### src/rtl/bmcs_consts.svh
// Offsets, field positions and reset values of the compare-swap register group
`ifndef BMCS_CONSTS_SVH
`define BMCS_CONSTS_SVH

`define BMCS_ADDR_W        8
`define BMCS_OFF_NEW_VALUE 8'h0C
`define BMCS_OFF_CMP_VALUE 8'h10
`define BMCS_OFF_CONTROL   8'h14
`define BMCS_OFF_IRQ_STAT  8'h20
`define BMCS_OFF_IRQ_MASK  8'h24

`define BMCS_DONE_BIT      31
`define BMCS_SEL_LSB       0
`define BMCS_SEL_MSB       1
`define BMCS_EVT_DONE_BIT  0
`define BMCS_EVT_FAIL_BIT  1
`define BMCS_EVT_W         2

`define BMCS_RST_CONTROL   32'h8000_0000
`define BMCS_RST_WORD      32'h0000_0000
`define BMCS_RST_EVT       2'h0
`define BMCS_RST_BUS_MGR   32'h0000_0000
`define BMCS_RST_BANDWIDTH 32'h0000_0000
`define BMCS_RST_CHAN_HI   32'h0000_0000
`define BMCS_RST_CHAN_LO   32'h0000_0000

`endif

### src/rtl/bmcs_pkg.sv
// Types shared by the compare-swap register group
package bmcs_pkg;
  typedef logic [31:0] bmcs_word_t;
  typedef enum logic [1:0] {
    BMCS_SEL_BUS_MGR   = 2'h0,
    BMCS_SEL_BANDWIDTH = 2'h1,
    BMCS_SEL_CHAN_HI   = 2'h2,
    BMCS_SEL_CHAN_LO   = 2'h3
  } bmcs_sel_t;
endpackage

### src/rtl/bmcs_swap_if.sv
// Request and result signals between register front end and resource bank
`timescale 1ns/10ps
interface bmcs_swap_if;
  import bmcs_pkg::*;
  logic       start;
  bmcs_sel_t  sel;
  bmcs_word_t cmpVal;
  bmcs_word_t newVal;
  logic       done;
  logic       success;
  bmcs_word_t oldVal;
  bmcs_word_t res [4];
  modport ctl  (output start, sel, cmpVal, newVal, input done, success, oldVal, res);
  modport bank (input start, sel, cmpVal, newVal, output done, success, oldVal, res);
endinterface

### src/rtl/bmcs_resource_bank.sv
// Four bus management resources with single-cycle compare-swap
`timescale 1ns/10ps
`include "bmcs_consts.svh"
module bmcs_resource_bank (
  // Clock and reset
  input wire logic clk_sys,
  input wire logic rstN,
  // Swap request
  bmcs_swap_if.bank swapIf
);
  import bmcs_pkg::*;

  localparam bmcs_word_t RES_INIT [4] = '{`BMCS_RST_BUS_MGR, `BMCS_RST_BANDWIDTH,
                                          `BMCS_RST_CHAN_HI, `BMCS_RST_CHAN_LO};

  bmcs_word_t resQ [4];
  wire        match;

  // Whole-word compare, no partial match
  assign swapIf.oldVal  = resQ[swapIf.sel];
  assign match          = (swapIf.oldVal == swapIf.cmpVal);
  assign swapIf.done    = swapIf.start;
  assign swapIf.success = swapIf.start & match;

  genvar i;
  generate
    for (i = 0; i < 4; i++) begin : g_res
      wire hitThis;
      assign hitThis = swapIf.success & (swapIf.sel == bmcs_sel_t'(i));
      always_ff @(posedge clk_sys or negedge rstN) begin
        if (!rstN) begin
          resQ[i] <= RES_INIT[i];
        end else if (hitThis) begin
          resQ[i] <= swapIf.newVal;
        end
      end
      assign swapIf.res[i] = resQ[i];

    end
  endgenerate
endmodule // bmcs_resource_bank

### src/rtl/bmcs_regs.sv
// APB register front end for compare-swap on bus management resources
//
// Register access over APB was left to the implementer.
`timescale 1ns/10ps
`include "bmcs_consts.svh"
module bmcs_regs (
  // Clock and reset
  input  wire logic                        clk_sys,
  input  wire logic                        reset_n,
  // APB slave
  input  wire logic [`BMCS_ADDR_W-1:0]     paddr,
  input  wire logic                        psel,
  input  wire logic                        penable,
  input  wire logic                        pwrite,
  input  wire logic [31:0]                 pwdata,
  output      logic [31:0]                 prdata,
  output      logic                        pready,
  output      logic                        pslverr,
  // Interrupt
  output      logic                        irq,
  // Resource values
  output      bmcs_pkg::bmcs_word_t        busManagerId,
  output      bmcs_pkg::bmcs_word_t        bandwidthAvail,
  output      bmcs_pkg::bmcs_word_t        channelsAvailHi,
  output      bmcs_pkg::bmcs_word_t        channelsAvailLo
);
  import bmcs_pkg::*;

  // Reset release synchroniser
  logic [1:0] rstSyncQ;
  wire        rstN;

  always_ff @(posedge clk_sys or negedge reset_n) begin
    if (!reset_n) begin
      rstSyncQ <= 2'h0;
    end else begin
      rstSyncQ <= {rstSyncQ[0], 1'b1};
    end
  end
  assign rstN = rstSyncQ[1];

  // Bus phase and address decode
  wire setupPh;
  wire accessPh;
  wire hitNew;
  wire hitCmp;
  wire hitCtrl;
  wire hitSts;
  wire hitMask;
  wire addrHit;
  wire wrNew;
  wire wrCmp;
  wire wrCtrl;
  wire wrSts;
  wire wrMask;

  assign setupPh  = psel & ~penable;
  assign accessPh = psel & penable;
  assign hitNew   = (paddr == `BMCS_OFF_NEW_VALUE);
  assign hitCmp   = (paddr == `BMCS_OFF_CMP_VALUE);
  assign hitCtrl  = (paddr == `BMCS_OFF_CONTROL);
  assign hitSts   = (paddr == `BMCS_OFF_IRQ_STAT);
  assign hitMask  = (paddr == `BMCS_OFF_IRQ_MASK);
  assign addrHit  = hitNew | hitCmp | hitCtrl | hitSts | hitMask;
  assign wrNew    = accessPh & pwrite & hitNew;
  assign wrCmp    = accessPh & pwrite & hitCmp;
  assign wrCtrl   = accessPh & pwrite & hitCtrl;
  assign wrSts    = accessPh & pwrite & hitSts;
  assign wrMask   = accessPh & pwrite & hitMask;

  // Zero wait states: read data is captured in the setup cycle
  assign pready  = accessPh;
  assign pslverr = accessPh & ~addrHit;

  // Register state
  bmcs_word_t               newValQ;
  bmcs_word_t               cmpValQ;
  bmcs_sel_t                selQ;
  logic                     startQ;
  logic                     doneFlagQ;
  logic                     doneFlagD;
  logic [`BMCS_EVT_W-1:0]   evtStsQ;
  logic [`BMCS_EVT_W-1:0]   evtStsD;
  logic [`BMCS_EVT_W-1:0]   evtMaskQ;
  logic [`BMCS_EVT_W-1:0]   evtSet;
  logic [31:0]              prdataQ;

  bmcs_swap_if swapIf ();

  // Operand registers, written by software before starting a swap
  always_ff @(posedge clk_sys or negedge rstN) begin
    if (!rstN) begin
      newValQ <= `BMCS_RST_WORD;
      cmpValQ <= `BMCS_RST_WORD;
    end else begin
      if (wrNew) begin
        newValQ <= pwdata;
      end
      if (wrCmp) begin
        cmpValQ <= pwdata;
      end
    end
  end

  // Control write selects and launches a swap one cycle later
  always_ff @(posedge clk_sys or negedge rstN) begin
    if (!rstN) begin
      selQ   <= BMCS_SEL_BUS_MGR;
      startQ <= 1'b0;
    end else begin
      startQ <= wrCtrl;
      if (wrCtrl) begin
        selQ <= bmcs_sel_t'(pwdata[`BMCS_SEL_MSB:`BMCS_SEL_LSB]);
      end
    end
  end

  // Completion wins over a control write in the same cycle
  assign doneFlagD = swapIf.done ? 1'b1 : (wrCtrl ? 1'b0 : doneFlagQ);

  always_ff @(posedge clk_sys or negedge rstN) begin
    if (!rstN) begin
      doneFlagQ <= 1'(`BMCS_RST_CONTROL >> `BMCS_DONE_BIT);
    end else begin
      doneFlagQ <= doneFlagD;
    end
  end

  // Sticky events, write one to clear, set beats clear
  always_comb begin
    evtSet                     = '0;
    evtSet[`BMCS_EVT_DONE_BIT] = swapIf.done;
    evtSet[`BMCS_EVT_FAIL_BIT] = swapIf.done & ~swapIf.success;
    evtStsD                    = evtSet | (evtStsQ & ~(wrSts ? pwdata[`BMCS_EVT_W-1:0] : '0));
  end

  always_ff @(posedge clk_sys or negedge rstN) begin
    if (!rstN) begin
      evtStsQ  <= `BMCS_RST_EVT;
      evtMaskQ <= `BMCS_RST_EVT;
    end else begin
      evtStsQ <= evtStsD;
      if (wrMask) begin
        evtMaskQ <= pwdata[`BMCS_EVT_W-1:0];
      end
    end
  end

  assign irq = |(evtStsQ & evtMaskQ);

  // Read path
  wire [31:0] ctrlRead;
  wire [31:0] rdMux;

  assign ctrlRead = {doneFlagQ, 29'h0000_0000, selQ};
  assign rdMux    = hitNew  ? newValQ :
                    hitCmp  ? cmpValQ :
                    hitCtrl ? ctrlRead :
                    hitSts  ? {30'h0000_0000, evtStsQ} :
                    hitMask ? {30'h0000_0000, evtMaskQ} : 32'h0000_0000;

  always_ff @(posedge clk_sys or negedge rstN) begin
    if (!rstN) begin
      prdataQ <= 32'h0000_0000;
    end else if (setupPh) begin
      prdataQ <= rdMux;
    end
  end
  assign prdata = prdataQ;

  // Resource bank
  assign swapIf.start  = startQ;
  assign swapIf.sel    = selQ;
  assign swapIf.cmpVal = cmpValQ;
  assign swapIf.newVal = newValQ;

  bmcs_resource_bank bmcs_resource_bank_inst (
    .clk_sys (clk_sys),
    .rstN    (rstN),
    .swapIf  (swapIf)
  );

  assign busManagerId    = swapIf.res[0];
  assign bandwidthAvail  = swapIf.res[1];
  assign channelsAvailHi = swapIf.res[2];
  assign channelsAvailLo = swapIf.res[3];
endmodule // bmcs_regs

### config.mk
export PLATFORM = sky130hd
export DESIGN_NAME = bmcs_regs
export DESIGN_NICKNAME = d
export VERILOG_FILES = /design/src/rtl/bmcs_pkg.sv /design/src/rtl/bmcs_swap_if.sv /design/src/rtl/bmcs_resource_bank.sv /design/src/rtl/bmcs_regs.sv
export VERILOG_INCLUDE_DIRS = /design/src /design/src/rtl
export SDC_FILE = /design/constraint.sdc
export NUM_CORES = 1
export LEC_CHECK = 0
export BUFFER_PORTS_ARGS = -buffer_cell sky130_fd_sc_hd__buf_4
export CORE_UTILIZATION = 59
export DETAILED_ROUTE_END_ITERATION = 7
export PLACE_DENSITY = 0.9
export SLEW_MARGIN = 20
export SYNTH_ARGS = -nofsm -noshare
export SYNTH_HDL_FRONTEND = slang
export SYNTH_SLANG_ARGS = --single-unit
### constraint.sdc
create_clock -name clk_sys -period 19.2 [get_ports clk_sys]
set_input_delay 0.96 -clock clk_sys [delete_from_list [all_inputs] [get_ports clk_sys]]
set_output_delay 0.96 -clock clk_sys [all_outputs]
set_load 0.005 [all_outputs]
==> impl.org, run 1 <==
** GRT
- For this run, the total global-route usage over all layers was measured as 0.3163.
- Total congestion overflow :: 0
- Entering global routing, the biggest net connects 82 pins.
- The number of global-route vias before repair was 7,290.
- Initial antenna violation count :: 0
- First-pass GRT wire length :: between 40,000 and 50,000 microns

** Die
- Full die area :: 17,650 sq um
- Initial core utilization :: 0.6071
- Die Wd :: around 130 microns
- Die Span Y :: 132.9 microns
- Number of top-level pins :: around 210
- In this run the standard cell core region covers about 17,000 sq um.
- In this run the core area contains 47 standard-cell rows.

** Synthesis
- Count of flip-flops with a built-in enable after synthesis :: 0
- Cell types occupying the most area after synthesis :: sky130_fd_sc_hd__dfrtp_1 58%, sky130_fd_sc_hd__mux2_2 18%, sky130_fd_sc_hd__mux4_2 7.1%
- Post-Synthesis Cells :: roughly 690
- The number of nets in the synthesized netlist is between 700 and 800.
- A synthesized cell averages 14.75 sq um.
- Warning count from the yosys run :: 0
- After synthesis, the share of flip-flops with an asynchronous set or reset is 1.000.
- The synthesized design contains around 230 register bits.
- Summed over all instances, the cell type with the most area after synthesis is sky130_fd_sc_hd__dfrtp_1.
- The share of synthesized area in the top cell type comes to 0.5771.
- Predominant post-synthesis flop cell :: sky130_fd_sc_hd__dfrtp_1
- In this run, distinct cell masters in the synthesized netlist total 33.
- The share of the Yosys chip area taken by registers is 0.5797.
- Post-synthesis cell area :: around 10,000 sq um

** STA
- Setup violations remaining at the end of the flow were counted as 0.
- Setup slack on the critical path of the routed design comes to approximately 15 ns.
- Max Clk Rate :: between 200 and 250 MHz
- The smallest clock period supported by the final layout is computed as between 4 and 5 ns.
- Max-slew violation count :: 0
- The final hold violation count was 0.
- Final clock period utilization by the worst path :: 0.2427
- For the pin with the worst max-slew slack, the measured transition is about 1.0 ns.
- Measured against its own limit, the worst slew margin works out to 0.3219.
- Setup repair after global routing missed its margin :: false
- In the final timing run, aggregate negative setup slack is 0 ns.
- Clock tree skew after final layout :: ~0.012 ns

** Final layout
- The repair_antennas step left the layout with diodes totalling 0.
- Number of nets in the finished design :: ~930
- Area added between synthesis and finish :: 25.15%
- Fillers :: just under 1,000
- Share of final-layout standard cells stronger than drive strength 1 :: 0.5028

** Clock network
- In this run the number of H-tree levels came out at 1.
- Cell at the root of the clock tree :: sky130_fd_sc_hd__clkbuf_16
- Once the clock tree was built, the resizer swapped 0 gates to a different size.
- In this run, post-CTS hold repair placed 0 buffers.
- Worst-Skew Late Latency :: between 0.5 and 0.6 ns
- The clock net in this run drives a total of between 200 and 250 sinks.
- Counting along the longest clock path gives a buffer depth of 3.
- Inserted Clock Buffers :: 23
- TritonCTS clock tree :: yes
- Post-CTS setup repair buffer count :: 0
- Clock slew seen by the registers of the worst setup and hold paths :: 0.06 ns

** Setup path
- STA classifies the critical path startpoint as a flop.
- The setup path with the least slack is of type flop to flop.
- Reg-to-reg setup timing slack :: 14.54 ns
- In this run the critical register-to-register path is launched from selQ[0].
- Max stage delay cell, worst path :: sky130_fd_sc_hd__nand4_1
- The worst setup path is captured at a flop.
- Worst reg-to-reg path cell count :: 8
- At the worst endpoint, the required time is 19.59 ns.
- Arr. time, crit path :: between 5 and 6 ns
- Of all nets on the critical path, the largest fanout is 22.
- Together, buffers and inverters on the worst path number 2.
- Critical path's largest stage delay :: roughly 0.75 ns
- Critical path cell sequence :: buf_4 -> mux4_2 -> xnor2_1 -> nand4_1 -> nor4_4 -> nand4_1 -> buf_4 -> mux2_1
- Broken down by cell family, the worst path's largest delay share belongs to simple AND/OR/NAND/NOR gates.
- Terminus of the critical flop-to-flop path :: bmcs_resource_bank_inst.swapIf.res[86]

** Run status
- Outcome :: completed

** Route
- After the first detailed-routing iteration, the DRC count stood at 433.
- Count of unresolved DRC violations after routing :: 0
- Vias :: 6,940
- Number of routed nets with antenna violations :: 0
- After detailed routing, the number of vias per cell comes to 6.191.
- The final layout contains routed wiring with a total length of 27,150 microns.
- Dividing the detail-routed wire length by the instance count gives between 20 and 25 microns.
- Before antenna repair, the detailed router went through 5 iterations.

** Pwr
- Largest vdd supply drop :: 0.05489 mV
- Static Leakage :: 6.362 nW
- P per Cell Area :: 76.45 nW/um^2

** Placement
- Port bufs :: 207
- HPWL after DPL :: roughly 17,000 microns
- Prior to clock tree synthesis, the placed netlist has a worst setup slack of around 15 ns.
- At the end of routability-driven placement, the weighted congestion stood at ~0.83.

** Flow run
- Max Cap Viol :: 0

** Min path
- The tightest min-delay check is of the input pin to async pin type.
kinds of logic after synthesis:
family,share of synthesized area
other cells,0.0003712
compound gates,0.04619
simple gates,0.03839
mux,0.2898
flops,0.5797
xor+xnor,0.02774
buf+inv,0.01783
flip-flops by register name, summed over array words and instances (netlist names), 2 cells and up:
name                                flops
rstSyncQ                                2
evtMaskQ                                2
prdata                                 32
bmcs_resource_bank_inst.swapIf.res    128
evtStsQ                                 2
newValQ                                32
cmpValQ                                32
selQ                                    2
worst reg2reg max path: stages (launching register included):
cell and delay (ns):
sky130_fd_sc_hd__dfrtp_2 0.73, sky130_fd_sc_hd__buf_4 0.53, sky130_fd_sc_hd__mux4_2 0.58, sky130_fd_sc_hd__xnor2_1 0.33, sky130_fd_sc_hd__nand4_1 0.22, sky130_fd_sc_hd__nor4_4 0.47
sky130_fd_sc_hd__nand4_1 0.75, sky130_fd_sc_hd__buf_4 0.55, sky130_fd_sc_hd__mux2_1 0.37
through the flow:
stage | power [mW] | utilization | hold slack [ns] | instances | area [sq um]
global route | 0.9933 | 0.7598 | 0.2114 | 1121 | 12640
floorplan | 0.5241 | - | 0.3312 | 685 | 10100
CTS | 0.9691 | 0.7572 | 0.2103 | 1120 | 12600
finish | 0.9667 | 0.7598 | 0.2180 | 1121 | 12640
detailed placement | 0.5405 | 0.7139 | 0.3478 | 1080 | 11880
global placement | 0.5397 | 0.7122 | 0.3362 | 1079 | 11850
cell usage after synthesis, types with 4 or more instances:
cell type                  instances
sky130_fd_sc_hd__buf_2            15
sky130_fd_sc_hd__a22oi_1          31
sky130_fd_sc_hd__mux4_2           32
sky130_fd_sc_hd__dfrtp_1         233
sky130_fd_sc_hd__xnor2_1          32
sky130_fd_sc_hd__mux2_1           36
sky130_fd_sc_hd__clkbuf_1         20
sky130_fd_sc_hd__mux2_2          160
sky130_fd_sc_hd__nand2_1          41
sky130_fd_sc_hd__nor2b_1           4
sky130_fd_sc_hd__o21ai_0          35
sky130_fd_sc_hd__nand4_1           9
placed cells by master, fill, tap and decap left out, types with 2 or more instances in the layout:
cell type / instances
sky130_fd_sc_hd__clkbuf_16: 23
sky130_fd_sc_hd__dfrtp_2: 2
sky130_fd_sc_hd__a22oi_1: 31
sky130_fd_sc_hd__buf_16: 2
sky130_fd_sc_hd__clkbuf_1: 8
sky130_fd_sc_hd__a22o_1: 2
sky130_fd_sc_hd__nand3_2: 2
sky130_fd_sc_hd__xnor2_1: 32
sky130_fd_sc_hd__mux4_2: 32
sky130_fd_sc_hd__nand2_1: 41
sky130_fd_sc_hd__and3_1: 2
sky130_fd_sc_hd__nor3_1: 3
sky130_fd_sc_hd__clkbuf_8: 8
sky130_fd_sc_hd__a221oi_1: 3
sky130_fd_sc_hd__dfrtp_1: 230
sky130_fd_sc_hd__nand2b_1: 2
sky130_fd_sc_hd__nand4_1: 9
sky130_fd_sc_hd__nor2_1: 2
sky130_fd_sc_hd__mux2_2: 160
sky130_fd_sc_hd__buf_4: 213
sky130_fd_sc_hd__o21ai_0: 35
sky130_fd_sc_hd__mux2_1: 36
sky130_fd_sc_hd__nor2b_1: 3
sky130_fd_sc_hd__nor4_2: 3
per-layer routing:
metal	share of wire	up-vias	wire (microns)	global-route usage
met5	0	-	0	0
met4	0.032	0	877	0.1124
met3	0.068	72	1837	0.05096
met2	0.51	329	13790	0.5244
met1	0.39	3611	10650	0.4264
li1	-	2928	-	-
power by group:
group          switching (mW)  internal (mW)
logic                  0.0198         0.0124
registers             0.00470          0.496
clock network           0.183          0.251
total                   0.207          0.760
layout make-up:
class | instances | area [sq um] | share of cell area
Timing Repair Buffer | 216 | 1665 | 0.1317
Clock inverter | 1 | 5.005 | 0.0003958
Sequential cell | 234 | 5863 | 0.4637
Inverter | 1 | 3.754 | 0.0002969
Tap cell | 220 | 275.3 | 0.02177
Multi-Input combinational cell | 410 | 4116 | 0.3256
Clock buffer | 39 | 715.7 | 0.05660
worst max-delay path by stage:
stage / startpoint / slack, ns / cells after the start / end
2_1_floorplan: rstSyncQ[1] / 12.20 / 0 / bmcs_resource_bank_inst.swapIf.res[0]
6_report: selQ[0] / 14.54 / 8 / bmcs_resource_bank_inst.swapIf.res[86]
3_5_place_dp: selQ[0] / 14.65 / 8 / bmcs_resource_bank_inst.swapIf.res[86]
5_1_grt: selQ[0] / 14.30 / 8 / bmcs_resource_bank_inst.swapIf.res[86]
4_1_cts: selQ[0] / 14.53 / 8 / bmcs_resource_bank_inst.swapIf.res[86]
3_3_place_gp: selQ[0] / 14.68 / 8 / bmcs_resource_bank_inst.swapIf.res[90]
No activity file was read; power rests on OpenSTA's default activity.
==> run 2: changes to the inputs <==
--- a/config.mk
+++ b/config.mk
@@ -7,9 +7,9 @@
 export NUM_CORES = 1
 export LEC_CHECK = 0
 export BUFFER_PORTS_ARGS = -buffer_cell sky130_fd_sc_hd__buf_4
-export CORE_UTILIZATION = 59
+export CORE_UTILIZATION = 55
 export DETAILED_ROUTE_END_ITERATION = 7
-export PLACE_DENSITY = 0.9
+export PLACE_DENSITY = 0.85
 export SLEW_MARGIN = 20
 export SYNTH_ARGS = -nofsm -noshare
 export SYNTH_HDL_FRONTEND = slang
==> constraint.sdc (replaced) <==
create_clock -name clk_sys -period 4.59 [get_ports clk_sys]
set_input_delay 0.2295 -clock clk_sys [delete_from_list [all_inputs] [get_ports clk_sys]]
set_output_delay 0.2295 -clock clk_sys [all_outputs]
set_load 0.005 [all_outputs]
==> run 2 against run 1 <==
Effect of this change: register-to-register slack worse by 14 ns; global-route usage shrank 1.2 points; combinational power grew to 4.8 times the previous value; maximum frequency up 22%; clock-buffer cell count is 2 higher; final cell count is 4.6% higher; power grew to 4.3 times the previous value.
==> impl.org, run 2 (same netlist as run 1, synthesis figures left out) <==
** Placement
- Port buffering added between 200 and 250 buffers.
- OpenSTA, run right after detailed placement, puts the worst setup slack at 0.8355 ns.
- The congestion estimate from routability-driven global placement came to between 0.8 and 0.9.
- HPWL after DPL :: around 18,000 microns

** GRT
- Total global-route track usage :: 0.3048
- Maximum number of pins on one net before global-route repair :: 113
- The first global-routing pass estimated 42,920 microns of wire.
- Initial antenna violation count :: 0
- Summed over all layers, the global routing overflow is 0.
- The number of global-route vias before repair is 7,363.

** Final layout
- Footprint of the multi-input gates :: approximately 4100 sq um
- Compared with the post-synthesis result, the final layout area differs by 29.16%.
- Of the cells placed in the final design, the portion with a size suffix greater than 1 is 0.4894.
- The number of antenna diodes in the final layout is 0.
- In the layout the commonest cells are 230 x sky130_fd_sc_hd__dfrtp_1, 220 x sky130_fd_sc_hd__buf_4, 160 x sky130_fd_sc_hd__mux2_2.
- Leaving out fill and tap cells, the most frequent cell in the layout is sky130_fd_sc_hd__dfrtp_1.
- Sequential cell area :: about 5900 sq um
- At the end of the flow, the number of nets in the layout was ~1,000.
- Largest register FFs :: about 130
- Fillers :: approximately 1,100

** Pwr
- Of the total power, the share spent switching nets is 0.2154.
- Power spread over the standard cell area amounts to between 300 and 400 nW/um^2.
- Summed over all cells, the static leakage comes to between 6 and 7 nW.
- IR analysis of the VDD net gives a maximum drop of ~0.28 mV.
- Flop pwr share :: 0.508
- Clk pwr share :: 0.455
- Power Internal :: approximately 3.2 mW
- The share of total power dissipated in combinational logic is 0.037.
- Summed over all nets, the switching power comes to 0.8898 mW.
- Total power for the finished layout comes to 4.131 mW.

** Route
- Total Routed Length :: 27,810 microns
- After detailed routing, the average wire length per cell comes to between 20 and 25 microns.
- Using the TritonRoute via totals, the vias-per-cell ratio works out to 5.990.
- Number of detailed-route iterations in the first pass :: 4
- In the routed design, unresolved DRC markers number 0.
- Vias :: 7,026
- Once detail routing completed, the nets flagged for antenna violations numbered 0.
- For this block, the initial DRC count from the detailed router was 459.

** Die
- From bottom edge to top edge, the die measures 137.5 microns.
- Area of the core region :: 17,960 sq um
- Number of top-level pins :: roughly 210
- In this run the core area contains slightly below 50 standard-cell rows.
- Die Wd :: 137.5 microns
- The initial utilization of the core area, before any placement, comes to 0.5624.
- Full die area :: between 15,000 and 20,000 sq um

** STA
- In this run the tightest slew margin relative to its limit is 0.3220.
- Total negative slack :: 0 ns
- Setup repair after global routing missed its margin :: false
- The final hold violation count came to 0.
- Clock tree skew after final layout :: ~0.01 ns
- Minimum period implied by the final worst setup slack :: ~3.8 ns
- Worst setup slack after layout :: 0.7818 ns
- Final clock period utilization by the worst path :: 0.8297
- The max-slew violation total from the final report was 0.
- Setup violations remaining at the end of the flow were counted as 0.
- Slew at the pin closest to its max-slew limit :: 1.017 ns
- Max Clk Rate :: about 260 MHz

** Clock network
- CTS built an H-tree with a depth of 1.
- Counting along the longest clock path gives a buffer depth of 3.
- Inserted Clock Buffers :: 24
- For the worst-skew pair, the clock arrives at the later sink with an insertion delay of between 0.5 and 0.6 ns.
- TritonCTS clock tree :: yes
- Post-CTS setup repair buffer count :: 0
- Count of instances resized after the clock tree is built :: 0
- The clock net in this run drives a total of between 200 and 250 sinks.
- The number of hold buffers added after CTS was 32.
- Clock slew seen by the registers of the worst setup and hold paths :: approximately 0.060 ns
- Cell at the root of the clock tree :: sky130_fd_sc_hd__clkbuf_16

** Setup path
- In this run the worst path has a maximum fanout of 37.
- Critical path's largest stage delay :: ~1.0 ns
- The worst setup path is launched from a flop.
- Arr. time, crit path :: between 4 and 5 ns
- The setup path with the least slack is of type flop to flop.
- Max stage delay cell, worst path :: sky130_fd_sc_hd__dfrtp_2
- Kind of end point of the critical path :: flop
- Data required time at the worst endpoint :: approximately 5.0 ns
- Traced cell by cell, the critical path runs through mux4_2 -> xnor2_1 -> nand4_1 -> nor4_4 -> nand3_2 -> buf_12 -> mux2_1.

** Flow run
- Across the run, the number of max-cap violations was 0.

** Run status
- Outcome :: completed

** Min path
- Path category of the worst min-delay check :: input pin to flop
[run 2: changes by cell type in the layout (fill, tap and decap cells not counted), sizes merged]
cell,before,now
dlygate4sd3,0,32
buf,216,223
clkbuf,39,41
clkinv,1,3
[run 2: through the flow]
stage / cell area (sq um) / hold WS, ns / utilization / std cells
floorplan: 10100 / -0.06609 / - / 685
global placement: 11970 / 0.01938 / 0.6663 / 1097
detailed placement: 11970 / 0.01995 / 0.6663 / 1097
CTS: 13050 / 0.003319 / 0.7265 / 1173
global route: 13050 / 0.0002977 / 0.7265 / 1173
finish: 13050 / 0.01508 / 0.7265 / 1173
[run 2: routing by layer]
metal / track usage / vias to the layer above / wire (microns)
li1: - / 2996 / -
met1: 0.4199 / 3636 / 11490
met2: 0.4813 / 330 / 13200
met3: 0.06218 / 64 / 2146
met4: 0.1105 / 0 / 971
met5: 0 / - / 0
[run 2: power by group through the flow]
stage | Clock [mW] | Combinational [mW] | Sequential, mW
6_report | 1.88 | 0.153 | 2.10
3_3_place_gp | 0 | 0.128 | 2.13
3_5_place_dp | 0 | 0.130 | 2.14
2_1_floorplan | 0 | 0.0437 | 2.15
4_1_cts | 1.89 | 0.153 | 2.10
5_1_grt | 1.98 | 0.166 | 2.10
[run 2: worst paths after layout]
check,startpoint,to,slack [ns],depth (start not counted)
hold / removal,pwdata[0],evtMaskQ[0],0.02,2
hold reg to reg,rstSyncQ[0],rstSyncQ[1],0.37,0
setup reg to reg,selQ[1],bmcs_resource_bank_inst.swapIf.res[45],0.78,7
min in group asynchronous,reset_n,rstSyncQ[1],0.05,2
setup / recovery,selQ[1],bmcs_resource_bank_inst.swapIf.res[45],0.78,7
max in group asynchronous,rstSyncQ[1],bmcs_resource_bank_inst.swapIf.res[109],3.15,1
[run 2: layout make-up]
class / count / area share
flip-flops and latches: 234 / 0.4493
multi-input cells: 410 / 0.3145
repair buffers: 255 / 0.1557
clock buffers: 41 / 0.05714
well taps: 229 / 0.02196
clock inverters: 3 / 0.001151
inverters: 1 / 0.0002876
[run 2: worst max-delay path: cells and delay by family, from the launching register on]
kind,cells,cell delay [ns]
AND/OR/NAND/NOR,3,1.09
flip-flops,1,1.04
multiplexers,2,0.77
buffers and inverters,1,0.31
XOR/XNOR,1,0.45
==> run 3: changes to the inputs <==
==> constraint.sdc (replaced) <==
create_clock -name clk_sys -period 3.7 [get_ports clk_sys]
set_input_delay 0.185 -clock clk_sys [delete_from_list [all_inputs] [get_ports clk_sys]]
set_output_delay 0.185 -clock clk_sys [all_outputs]
set_load 0.005 [all_outputs]
==> run 3 against run 2 <==
Effect of this change: sequential share of layout area is 0.67 points lower; combinational power is 29% higher; sequential cell count is the same; non-clock buffer count is 5 higher; largest cell class unchanged.
==> impl.org, run 3 (same netlist as run 1, synthesis figures left out) <==
** Run status
- Outcome :: completed

** Setup path
- Data on the critical path is required at its endpoint by between 4 and 5 ns.
- Reg-to-reg setup timing slack :: roughly 0.37 ns
- Worst reg-to-reg path cell count :: 8
- In this design, the stage delay of the slowest critical-path cell is between 0.5 and 0.6 ns.
- For this design, the slowest cell found on the critical path is sky130_fd_sc_hd__mux4_2.
- Along the worst path, the maximum fanout reaches 26.
- Worst Path Buf+Inv :: 2
- Crit Reg-Reg Startpoint :: selQ[0]
- Critical path cell sequence :: buf_12 -> mux4_2 -> xnor2_1 -> nand4_1 -> nor4_4 -> nand3_2 -> buf_12 -> mux2_1
- The worst setup path is of the flop to flop kind.
- CP startpoint kind :: flop
- STA puts the critical path data arrival time at 3.72 ns.
- By instance count, the cell type seen most on the critical path is sky130_fd_sc_hd__buf_12.
- The endpoint identified for the worst register-to-register timing path is bmcs_resource_bank_inst.swapIf.res[20].
- STA classifies the critical path endpoint as a flop.
- Among cell families on the critical path, the largest total delay comes from simple AND/OR/NAND/NOR gates.

** Route
- After detailed routing, the number of remaining DRC violations is 0.
- Number of detailed-route iterations in the first pass :: 5
- For this block, wires on met1 add up to between 10,000 and 15,000 microns.
- Number of routed nets with antenna violations :: 0
- Average routed wire per standard cell :: 23.50 microns
- Across all layers, the routed design uses ~7,100 vias.
- Highest metal layer used by the detailed router :: met4
- After detailed routing, the total wire length is roughly 28,000 microns.
- Wire segments on met3 add up to about 1900 microns in the final route.
- Dividing the detail-routed via count by the number of cells gives roughly 6.1.
- Detailed routing placed a total of 13,660 microns of wire on met2.
- The detailed router finished its first iteration with between 500 and 600 violations.

** Final layout
- The finished cells cover approximately 13,000 sq um.
- Number of nets in the finished design :: ~980
- Largest register FFs :: 128
- The library cells used most frequently in the layout, excluding fill and tap cells, are 230 x sky130_fd_sc_hd__dfrtp_1, 220 x sky130_fd_sc_hd__buf_4, 160 x sky130_fd_sc_hd__mux2_2.
- Commonest non-fill, non-tap cell in the layout :: sky130_fd_sc_hd__dfrtp_1
- Final cell count without fillers :: 1,178
- Diodes inserted :: 0
- Area added between synthesis and finish :: 31.13%
- At the end of the flow the core is filled with cells to 0.7376.
- In the final layout, the share of cells above drive strength 1 is 0.4984.

** GRT
- Total global-route track usage :: 0.3017
- Total congestion overflow :: 0
- Initial antenna violation count :: 0
- First-pass GRT wire length :: about 42,000 microns
- The number of global-route vias before repair came to 7,251.
- Entering global routing, the biggest net connects between 100 and 150 pins.

** Clock network
- After clock tree synthesis, the clock-pin slew on the worst setup and hold paths is 0.06 ns.
- H-tree depth :: 1
- Count of instances resized after the clock tree is built :: 0
- Inserted Clock Buffers :: 24
- The clock passes through at most 3 buffers.
- CTS placed an instance of sky130_fd_sc_hd__clkbuf_16 at the clock tree root.
- The clock reaches the later pin of the worst-skew pair after between 0.5 and 0.6 ns.
- Clock sink count :: 234
- TritonCTS clock tree :: yes
- Post-CTS setup repair buffer count :: 0
- The number of hold buffers added after CTS was 34.

** STA
- Clock tree skew after final layout :: roughly 0.012 ns
- Of the available clock period, the critical path in the final layout requires 0.8990.
- Setup repair after global routing left no endpoint under its margin.
- The final hold violation count came to 0.
- Slew headroom :: 0.4857
- Across all hold checks on the routed design, the worst slack comes to 0.1508 ns.
- Max Clk Rate :: approximately 300 MHz
- Minimum period implied by the final worst setup slack :: approximately 3.3 ns
- Max-slew violation count :: 0
- # setup viols final :: 0
- Slew at the pin closest to its max-slew limit :: around 0.77 ns
- Total negative slack :: 0 ns

** Die
- In this run the horizontal extent of the chip is around 140 microns.
- The die is approximately 140 microns tall.
- between 200 and 250 I/O pins were placed.
- The initialized floorplan defines a little under 50 standard-cell rows.
- Area of the core region :: approximately 18,000 sq um
- Full die area :: approximately 19,000 sq um
- For this configuration, the core starts out at a cell density of 0.5624.

** Pwr
- Static Leakage :: ~6.6 nW
- Largest vdd supply drop :: 0.3661 mV
- P per Cell Area :: between 400 and 500 nW/um^2

** Placement
- The HPWL after detailed placement is 17,860 microns.
- The number of placed instances, taps included, is 1,100.
- Port bufs :: around 210
- Area of placed instances :: about 12,000 sq um
- At the end of routability-driven placement, the weighted congestion stood at about 0.85.

** Min path
- Worst-case hold path end point :: startQ
- The path class of the tightest hold or removal check is input pin to flop.
- In this run the most critical hold path is launched from paddr[4].
- The worst hold path passes through 3 cells.

** Flow run
- The tool flagged a number of max-cap violations equal to 0.
-- run 3: through the flow --
stage | total power [mW] | setup slack [ns]
floorplan | 2.719 | 0.7967
global placement | 2.811 | 0.3961
detailed placement | 2.815 | 0.3943
CTS | 5.475 | 0.3585
global route | 5.575 | 0.2209
finish | 5.447 | 0.3739
-- run 3: worst reg2reg max path, stage by stage, from the launching register on --
cell and delay [ns]:
sky130_fd_sc_hd__dfrtp_2 0.51, sky130_fd_sc_hd__buf_12 0.27, sky130_fd_sc_hd__mux4_2 0.58, sky130_fd_sc_hd__xnor2_1 0.27, sky130_fd_sc_hd__nand4_1 0.22, sky130_fd_sc_hd__nor4_4 0.46, sky130_fd_sc_hd__nand3_2 0.31, sky130_fd_sc_hd__buf_12 0.28
sky130_fd_sc_hd__mux2_1 0.33
-- run 3: where the power goes --
group / switching (mW) / internal (mW)
combinational: 0.106 / 0.0910
sequential: 0.0285 / 2.57
clock: 1.00 / 1.65
-- run 3: final cells by class --
cell class	instances	area, sq um
Multi-Input combinational cell	410	4104
Fill cell	1136	4715
Clock buffer	34	729.5
Inverter	1	3.754
Clock inverter	10	150.1
Sequential cell	234	5863
Timing Repair Buffer	260	2112
Tap cell	229	286.5
-- run 3: worst max-delay path by stage --
stage | from | endpoint | slack (ns) | cells past startpoint
final | selQ[0] | bmcs_resource_bank_inst.swapIf.res[20] | 0.37 | 8
after global placement | selQ[0] | bmcs_resource_bank_inst.swapIf.res[27] | 0.40 | 8
after CTS | selQ[0] | bmcs_resource_bank_inst.swapIf.res[20] | 0.36 | 8
after detailed placement | selQ[0] | bmcs_resource_bank_inst.swapIf.res[10] | 0.39 | 8
after floorplan | selQ[1] | bmcs_resource_bank_inst.swapIf.res[107] | 0.80 | 9
after global routing | selQ[0] | bmcs_resource_bank_inst.swapIf.res[10] | 0.22 | 8
-- run 3: per-layer routing --
layer,global-route usage,vias to the layer above
met4,0.1044,0
met1,0.4103,3690
li1,-,3034
met2,0.4919,353
met5,0,-
met3,0.05224,65
